### src/rtl/tpc_pkg.sv
// Package for the 16-bit timer with polarity-controlled input and output.
// Assumes a 32-bit Avalon-MM register bus on a byte address.
package tpc_pkg;

  // ==========================================================================
  // Register map (byte addresses = 4 * index).
  // ==========================================================================
  localparam logic [11:0] TPC_IDX_COUNT_HIGH = 12'hF00;
  localparam logic [11:0] TPC_IDX_COUNT_LOW  = 12'hF01;
  localparam logic [11:0] TPC_IDX_RELOAD_H   = 12'hF02;
  localparam logic [11:0] TPC_IDX_RELOAD_L   = 12'hF03;
  localparam logic [11:0] TPC_IDX_PWM_H      = 12'hF04;
  localparam logic [11:0] TPC_IDX_PWM_L      = 12'hF05;
  localparam logic [11:0] TPC_IDX_CONTROL    = 12'hF06;
  localparam logic [11:0] TPC_IDX_STATUS     = 12'hF07;
  localparam int          TPC_ADDR_W         = 14;

  // ==========================================================================
  // Reset values and the count restart value.
  // ==========================================================================
  localparam logic [7:0]  TPC_RST_COUNT_HIGH = 8'h00;
  localparam logic [7:0]  TPC_RST_COUNT_LOW  = 8'h01;
  localparam logic [15:0] TPC_RST_RELOAD     = 16'hFFFF;
  localparam logic [15:0] TPC_RST_PWM        = 16'h0000;
  localparam logic [15:0] TPC_COUNT_START    = 16'h0001;

  // ==========================================================================
  // Control and status register fields.
  // ==========================================================================
  localparam int TPC_CTL_ENABLE = 7;
  localparam int TPC_CTL_POL    = 6;
  localparam int TPC_CTL_MODE_H = 2;
  localparam int TPC_CTL_MODE_L = 0;
  localparam int TPC_STS_OUT    = 0;
  localparam int TPC_STS_ARMED  = 1;

  typedef enum logic [2:0] {
    TPC_MODE_ONESHOT = 3'h0,
    TPC_MODE_CONT    = 3'h1,
    TPC_MODE_COUNTER = 3'h2,
    TPC_MODE_PWM     = 3'h3,
    TPC_MODE_CAPTURE = 3'h4,
    TPC_MODE_COMPARE = 3'h5,
    TPC_MODE_GATED   = 3'h6,
    TPC_MODE_CAPCMP  = 3'h7
  } tpc_mode_e;

endpackage : tpc_pkg

### src/rtl/tpc_edge_sync.sv
// Two-flop synchroniser with polarity-selected edge detection.
// Assumes the input pin is asynchronous to mclk_i.
`timescale 1ns/1ps
`default_nettype none
module tpc_edge_sync (
  input  wire logic mclk_i,
  input  wire logic rstn_i,
  input  wire logic ce_i,
  input  wire logic pin_i,
  input  wire logic pol_i,
  output logic      level_o,
  output logic      act_edge_o,
  output logic      inact_edge_o
);
  logic meta_reg;
  logic sync_reg;
  logic prev_reg;

  always_ff @(posedge mclk_i or negedge rstn_i) begin
    if (!rstn_i) begin
      meta_reg <= 1'b0;
      sync_reg <= 1'b0;
      prev_reg <= 1'b0;
    end else if (ce_i) begin
      meta_reg <= pin_i;
      sync_reg <= meta_reg;
      prev_reg <= sync_reg;
    end
  end

  // Active edge is rising for polarity 0 and falling for polarity 1.
  assign level_o      = sync_reg;
  assign act_edge_o   = pol_i ? (prev_reg & ~sync_reg)
                              : (~prev_reg & sync_reg);
  assign inact_edge_o = pol_i ? (~prev_reg & sync_reg)
                              : (prev_reg & ~sync_reg);
endmodule : tpc_edge_sync
`default_nettype wire

### src/rtl/tpc_timer.sv
// 16-bit timer/counter with eight modes, polarity control and an
// Avalon-MM register slave. Assumes one clock, mclk_i, and that the
// timer input pin is asynchronous to it.
`timescale 1ns/1ps
`default_nettype none
module tpc_timer
  import tpc_pkg::*;
(
  input  wire logic                        mclk_i,
  input  wire logic                        rstn_i,
  input  wire logic                        ce_i,
  input  wire logic [tpc_pkg::TPC_ADDR_W-1:0] avs_address_i,
  input  wire logic                        avs_read_i,
  input  wire logic                        avs_write_i,
  input  wire logic [31:0]                 avs_writedata_i,
  input  wire logic [3:0]                  avs_byteenable_i,
  output logic [31:0]                      avs_readdata_o,
  output logic                             avs_waitrequest_o,
  input  wire logic                        timer_input_i,
  output logic                             timer_output_pin_o,
  output logic                             timer_irq_o
);
  import tpc_pkg::*;

  // ==========================================================================
  // Registers and input edges.
  // ==========================================================================
  logic [7:0]  count_high_field_reg;
  logic [7:0]  count_low_field_reg;
  logic [15:0] reload_reg;
  logic [15:0] pwm_reg;
  logic        timer_enable_bit_reg;
  logic        io_polarity_bit_reg;
  tpc_mode_e   mode_reg;
  logic        out_reg;
  logic        armed_reg;
  logic        irq_reg;
  logic        ack_reg;
  logic [31:0] rdata_reg;

  logic        in_level;
  logic        in_act;
  logic        in_inact;

  tpc_edge_sync u_sync (
    .mclk_i       (mclk_i),
    .rstn_i       (rstn_i),
    .ce_i         (ce_i),
    .pin_i        (timer_input_i),
    .pol_i        (io_polarity_bit_reg),
    .level_o      (in_level),
    .act_edge_o   (in_act),
    .inact_edge_o (in_inact)
  );

  // ==========================================================================
  // Bus decode. Each access waits one cycle so read data comes from flops.
  // ==========================================================================
  logic [11:0] idx;
  logic        req;
  logic        wr_go;
  logic        rd_go;

  assign idx   = avs_address_i[TPC_ADDR_W-1:2];
  assign req   = avs_read_i | avs_write_i;
  assign wr_go = avs_write_i & ~ack_reg & ce_i & avs_byteenable_i[0];
  assign rd_go = avs_read_i & ~ack_reg & ce_i;
  assign avs_waitrequest_o = req & ~ack_reg;
  assign avs_readdata_o    = rdata_reg;

  always_ff @(posedge mclk_i or negedge rstn_i) begin
    if (!rstn_i) begin
      ack_reg <= 1'b0;
    end else if (ce_i) begin
      ack_reg <= req & ~ack_reg;
    end
  end

  logic [7:0] status_byte;
  assign status_byte = {6'h00, armed_reg, out_reg};

  always_ff @(posedge mclk_i or negedge rstn_i) begin
    if (!rstn_i) begin
      rdata_reg <= 32'h0000_0000;
    end else if (rd_go) begin
      unique case (idx)
        TPC_IDX_COUNT_HIGH: rdata_reg <= {24'h0, count_high_field_reg};
        TPC_IDX_COUNT_LOW:  rdata_reg <= {24'h0, count_low_field_reg};
        TPC_IDX_RELOAD_H:   rdata_reg <= {24'h0, reload_reg[15:8]};
        TPC_IDX_RELOAD_L:   rdata_reg <= {24'h0, reload_reg[7:0]};
        TPC_IDX_PWM_H:      rdata_reg <= {24'h0, pwm_reg[15:8]};
        TPC_IDX_PWM_L:      rdata_reg <= {24'h0, pwm_reg[7:0]};
        TPC_IDX_CONTROL:    rdata_reg <= {24'h0, timer_enable_bit_reg,
                                          io_polarity_bit_reg, 3'h0,
                                          mode_reg};
        TPC_IDX_STATUS:     rdata_reg <= {24'h0, status_byte};
        default:            rdata_reg <= 32'h0000_0000;
      endcase
    end
  end

  // ==========================================================================
  // Configuration registers.
  // ==========================================================================
  logic wr_ctl;
  logic one_shot_done;
  assign wr_ctl = wr_go & (idx == TPC_IDX_CONTROL);

  always_ff @(posedge mclk_i or negedge rstn_i) begin
    if (!rstn_i) begin
      reload_reg           <= TPC_RST_RELOAD;
      pwm_reg              <= TPC_RST_PWM;
      timer_enable_bit_reg <= 1'b0;
      io_polarity_bit_reg  <= 1'b0;
      mode_reg             <= TPC_MODE_ONESHOT;
    end else begin
      // The one-shot stop must not be lost under a write to another
      // register; a control write in the same cycle still wins.
      if (ce_i && timer_enable_bit_reg && one_shot_done) begin
        timer_enable_bit_reg <= 1'b0;
      end
      if (wr_go && idx == TPC_IDX_RELOAD_H) begin
        reload_reg[15:8] <= avs_writedata_i[7:0];
      end
      if (wr_go && idx == TPC_IDX_RELOAD_L) begin
        reload_reg[7:0] <= avs_writedata_i[7:0];
      end
      if (wr_go && idx == TPC_IDX_PWM_H) begin
        pwm_reg[15:8] <= avs_writedata_i[7:0];
      end
      if (wr_go && idx == TPC_IDX_PWM_L) begin
        pwm_reg[7:0] <= avs_writedata_i[7:0];
      end
      if (wr_ctl) begin
        timer_enable_bit_reg <= avs_writedata_i[TPC_CTL_ENABLE];
        io_polarity_bit_reg  <= avs_writedata_i[TPC_CTL_POL];
        mode_reg <= tpc_mode_e'(avs_writedata_i[TPC_CTL_MODE_H:
                                                 TPC_CTL_MODE_L]);
      end
    end
  end

  // ==========================================================================
  // Counter core.
  // ==========================================================================
  logic [15:0] count;
  logic        at_reload;
  logic        pwm_match;
  logic        tick;
  logic        capture;
  logic        gate_end;

  assign count     = {count_high_field_reg, count_low_field_reg};
  assign at_reload = (count == reload_reg);
  assign pwm_match = (count == pwm_reg);

  // Count enable per mode; input-driven modes use the synchronised pin.
  always_comb begin
    tick    = 1'b0;
    capture = 1'b0;
    unique case (mode_reg)
      TPC_MODE_COUNTER: tick = in_act;
      TPC_MODE_CAPTURE: begin
        tick    = 1'b1;
        capture = in_act;
      end
      TPC_MODE_GATED:   tick = in_level ^ io_polarity_bit_reg;
      TPC_MODE_CAPCMP:  begin
        tick    = armed_reg;
        capture = armed_reg & in_act;
      end
      default:          tick = 1'b1;
    endcase
    tick    = tick & timer_enable_bit_reg;
    capture = capture & timer_enable_bit_reg;
  end

  assign gate_end = timer_enable_bit_reg & (mode_reg == TPC_MODE_GATED)
                    & in_inact;
  assign one_shot_done = (mode_reg == TPC_MODE_ONESHOT) & tick & at_reload;

  logic [15:0] count_next;
  always_comb begin
    count_next = count;
    if (capture || (tick && at_reload)) begin
      count_next = TPC_COUNT_START;
    end else if (tick) begin
      count_next = count + 16'h0001;
    end
  end

  // Software byte writes take priority over the running count.
  always_ff @(posedge mclk_i or negedge rstn_i) begin
    if (!rstn_i) begin
      count_high_field_reg <= TPC_RST_COUNT_HIGH;
      count_low_field_reg  <= TPC_RST_COUNT_LOW;
    end else if (ce_i) begin
      count_high_field_reg <= count_next[15:8];
      count_low_field_reg  <= count_next[7:0];
      if (wr_go && idx == TPC_IDX_COUNT_HIGH) begin
        count_high_field_reg <= avs_writedata_i[7:0];
      end
      if (wr_go && idx == TPC_IDX_COUNT_LOW) begin
        count_low_field_reg <= avs_writedata_i[7:0];
      end
    end
  end

  // Capture/compare waits for its first active edge before counting.
  always_ff @(posedge mclk_i or negedge rstn_i) begin
    if (!rstn_i) begin
      armed_reg <= 1'b0;
    end else if (ce_i) begin
      if (!timer_enable_bit_reg || mode_reg != TPC_MODE_CAPCMP) begin
        armed_reg <= 1'b0;
      end else if (in_act) begin
        armed_reg <= 1'b1;
      end
    end
  end

  // ==========================================================================
  // Output pin. While disabled it mirrors polarity; once enabled only
  // reload and match events move it, so a polarity write is not seen until
  // the timer is stopped, except in PWM mode where the next reload or match uses it.
  // ==========================================================================
  always_ff @(posedge mclk_i or negedge rstn_i) begin
    if (!rstn_i) begin
      out_reg <= 1'b0;
    end else if (ce_i) begin
      if (!timer_enable_bit_reg) begin
        out_reg <= io_polarity_bit_reg;
      end else if (mode_reg == TPC_MODE_PWM) begin
        if (tick && at_reload) begin
          out_reg <= io_polarity_bit_reg;
        end else if (tick && pwm_match) begin
          out_reg <= ~io_polarity_bit_reg;
        end
      end else if (tick && at_reload) begin
        out_reg <= ~out_reg;
      end
    end
  end

  assign timer_output_pin_o = out_reg;

  // ==========================================================================
  // Interrupt request pulse.
  // ==========================================================================
  logic irq_event;
  assign irq_event = capture | gate_end |
                     (tick & at_reload & (mode_reg != TPC_MODE_GATED));

  always_ff @(posedge mclk_i or negedge rstn_i) begin
    if (!rstn_i) begin
      irq_reg <= 1'b0;
    end else if (ce_i) begin
      irq_reg <= irq_event & ~irq_reg;
    end else begin
      irq_reg <= 1'b0;
    end
  end

  assign timer_irq_o = irq_reg;
endmodule : tpc_timer
`default_nettype wire

### config.mk
export PLATFORM = sky130hd
export DESIGN_NAME = tpc_timer
export DESIGN_NICKNAME = d
export VERILOG_FILES = /design/src/rtl/tpc_pkg.sv /design/src/rtl/tpc_edge_sync.sv /design/src/rtl/tpc_timer.sv
export SDC_FILE = /design/constraint.sdc
export NUM_CORES = 1
export LEC_CHECK = 0
export ABC_AREA = 1
export BUFFER_PORTS_ARGS = -buffer_cell sky130_fd_sc_hd__buf_2
export CORE_MARGIN = 5
export CORE_UTILIZATION = 50
export DETAILED_ROUTE_END_ITERATION = 8
export PLACE_DENSITY = 0.8
export SLEW_MARGIN = 20
export SYNTH_ARGS = -nofsm -noshare
export SYNTH_HDL_FRONTEND = slang
export SYNTH_SLANG_ARGS = --single-unit
### constraint.sdc
create_clock -name mclk_i -period 2.6 [get_ports mclk_i]
set_input_delay 0.13 -clock mclk_i [delete_from_list [all_inputs] [get_ports mclk_i]]
set_output_delay 0.13 -clock mclk_i [all_outputs]
set_load 0.1 [all_outputs]
==> results.md <==
* Worst IR Drop VDD at 202.4 uV
* GRT Max-Usage Layer: met2
* Global-route wire length before repair at between 20,000 and 25,000 um
* Most used cell, CP: nand2_1
* Critical setup path kind: flop to flop
* Area growth, synth to finish at 9.205%
* CTS buffer count at 9
* Layout Nets at between 700 and 800
* Final ANT Viol Nets at 0
* Cells after Synth at roughly 660
* RSZ-0062 raised after global routing: no
* Routed vias/inst at around 5.5
* Netlist cell types at 42
* TritonCTS clock tree: done
* DR pass1 iterations at 5
* Vias in the first global route at approximately 4,100
* Port Buffers at 37
* Largest net degree at the start of global routing at around 70
* CTS Root Cell: clkbuf_8
* Register area share after synthesis at 0.3761
* Worst slack, placed at around 0.64 ns
* R2r worst-path depth at 12
* Clk pwr share at 0.401
* Total routed wirelength at approximately 13,000 um
* Ys async rst share at 1.000
* Clock Tree Buf Depth at 2
* # placed instances at 793
* Yosys warns at 0
* Worst Clk Skew at 0.009885 ns
* Grt ovf at 0
* Minimum clock period at between 2 and 2.5 ns
* Deepest level of the CTS H-tree at 3
* Pwr per Cell Area at approximately 500 mW/mm^2
* Max_cap viols at 0
* Initial core utilization at 0.5053
* M2 GR Usage at 0.3811
* Total global-route track usage at 0.2413
* Crit path DAT at approximately 2.3 ns
* Die area at ~0.011 sq mm
* Syn_area_per_cell at ~7 sq um
* CP endpoint kind: flop
* Sw Share at 0.3128
* Relative slew slack at 0.4221
* Synth Cell Area at roughly 0.0046 sq mm
* Final Non-Filler Cells at a little over 800
* Cell Rows at 35
* Post-synth EDFFs at 0
* DRC at 0
* Top FF cell, synth: dfrtp_1
* Req. time, crit path at ~2.8 ns
* CP Buf/Inv Count at 1
* Area of placed instances at 0.004758 sq mm
* Final core utilization at 0.5518
* Met3 usage in global routing at 0.05266
* Hold_buf cts at 2
* Final setup viols at 0
* Ant diodes at 0
* Overall Power at 2.498 mW
* Delay-heaviest family, CP: simple AND/OR/NAND/NOR gates
* Most used cells in the layout excluding fill and tap cells: nand2_1, inv_1, o21ai_0, nor2_1, dfrtp_1
* Routing usage on met1 at 0.3081
* Slew @ Worst Pin at about 0.87 ns
* Proportion of layout cells with a drive suffix above 1 at 0.1471
* Per-cell routed wire length at 16.08 um
* Worst hold path stage count at 3
* Period utilisation layout at 0.7856
* Slowest CP cell: dfrtp_1
* CP Max Fanout at 6
* Final setup TNS at 0 ns
* Initial antenna violation count at 0
* Detailed placement HPWL at slightly below 10,000 um
* Final setup margin at 0.5573 ns
* Worst-Skew Late Latency at 0.36 ns
* Core area at roughly 0.0091 sq mm
* Routability cong. at roughly 1.0
* Vias at 4,473
* Max-slew violation count at 0
* I/O Pins at 91
* Crit-path max cell delay at 0.49 ns
* Outcome: complete, no violations
* 1st-iter DRT viols at 420
* Finished Cell Area at 0.005002 sq mm
* Clock sink count at just under 70
* Number of synthesized register bits at 68
* Post-CTS setup buffer count at 0
* Part of the power in combinational logic at 0.153
* Fmax at 489.6 MHz
* Leakage at 2.411 nW
* Post-CTS resize count at 0
* Int Power at about 1.7 mW
* Clk pin slew, worst setup/hold paths at 0.08 ns
* Die X at approximately 110 um
* Die height at approximately 110 um
* Sequential power share at 0.447
* Switch Pwr at a little under 0.8 mW
* Hold crit path type: primary input to flop
* Commonest non-fill, non-tap cell in the layout: nand2_1
* CP cell instances: inv_1 -> nand2_1 -> nand2_1 -> nand2_1 -> nor2_1 -> nand2_1 -> nor2_2 -> nand2_2 -> nand2_2 -> nor2_2 -> o21ai_0 -> a21oi_1
* Fin Hold WS at 0.08372 ns
* CP Depth at 12
* Hold Fails Final Rpt at 0
* Startpoint Class: flop
[cell families (layout without fill, tap and decap cells)]
logic type               count (synthesis)  count (layout)  share of synthesized area
AO/OA/AOI/OAI                          113             113                     0.1349
XOR/XNOR                                20              20                    0.03824
adder cells (fa/ha/maj)                  1               1                   0.002731
buffers and inverters                  117             136                     0.1185
flip-flops                              68              68                     0.3761
other                                    1              24                  0.0008187
AND/OR/NAND/NOR                        338             338                     0.3286
[path summary, 6_finish.rpt]
path,start,end,slack [ns]
min in group asynchronous,rstn_i,count_low_field_reg[2]$_DFFE_PN0P_,0.51
max in group asynchronous,rstn_i,pwm_reg[14]$_DFFE_PN0P_,1.53
worst max register to register,count_low_field_reg[7]$_DFFE_PN0P_,count_low_field_reg[5]$_DFFE_PN0P_,0.56
worst max-delay path,count_low_field_reg[7]$_DFFE_PN0P_,count_low_field_reg[5]$_DFFE_PN0P_,0.56
worst min register to register,timer_irq_o$_DFF_PN0_,timer_irq_o$_DFF_PN0_,0.44
worst min-delay path,avs_writedata_i[6],count_high_field_reg[6]$_DFFE_PN0P_,0.08
[worst min-delay path, stage by stage]
cell     delay, ns
buf_2         0.09
a21oi_1       0.05
a21oi_1       0.12
[final cells by class]
cell class                      count  area (sq um)
Clock inverter                      6         86.33
Sequential cell                    68          1723
Tap cell                          111         138.9
Multi-Input combinational cell    496          2401
Clock buffer                       10         137.6
Inverter                           80         302.8
Fill cell                         883          4063
Timing Repair Buffer               40         212.7
[power by group through the flow]
stage / logic (mW) / registers (mW) / clock network, mW
3_5_place_dp: 0.377 / 1.13 / 0
5_1_grt: 0.411 / 1.12 / 1.07
4_1_cts: 0.380 / 1.11 / 1.01
2_1_floorplan: 0.331 / 1.11 / 0
3_3_place_gp: 0.371 / 1.13 / 0
6_report: 0.381 / 1.12 / 1.00
[cell usage after synthesis, drive strengths merged (2+ instances only)]
master	n	area (sq um)
a21oi	21	120.1
dfrtp	51	1276
dfstp	17	446.7
nand2	215	824.5
clkbuf	7	30.02
xor2	8	70.07
nand4	10	83.83
or2	4	30.03
nor4	4	55.05
inv	78	295.3
o21ai	73	365.4
nor2	63	256.5
nand3	28	162.7
nor3	13	85.08
o22ai	8	50.05
buf	30	210.2
a211oi	7	52.55
o21a	3	22.52
clkinv	2	7.510
xnor2	12	105.1
[metal layers]
metal  part of all wire  vias to the layer above
met4              0.041                        0
met5                  0                        -
li1                   -                     2133
met2               0.45                      211
met1               0.42                     2080
met3              0.084                       49
(Power assumes the default switching activity.)
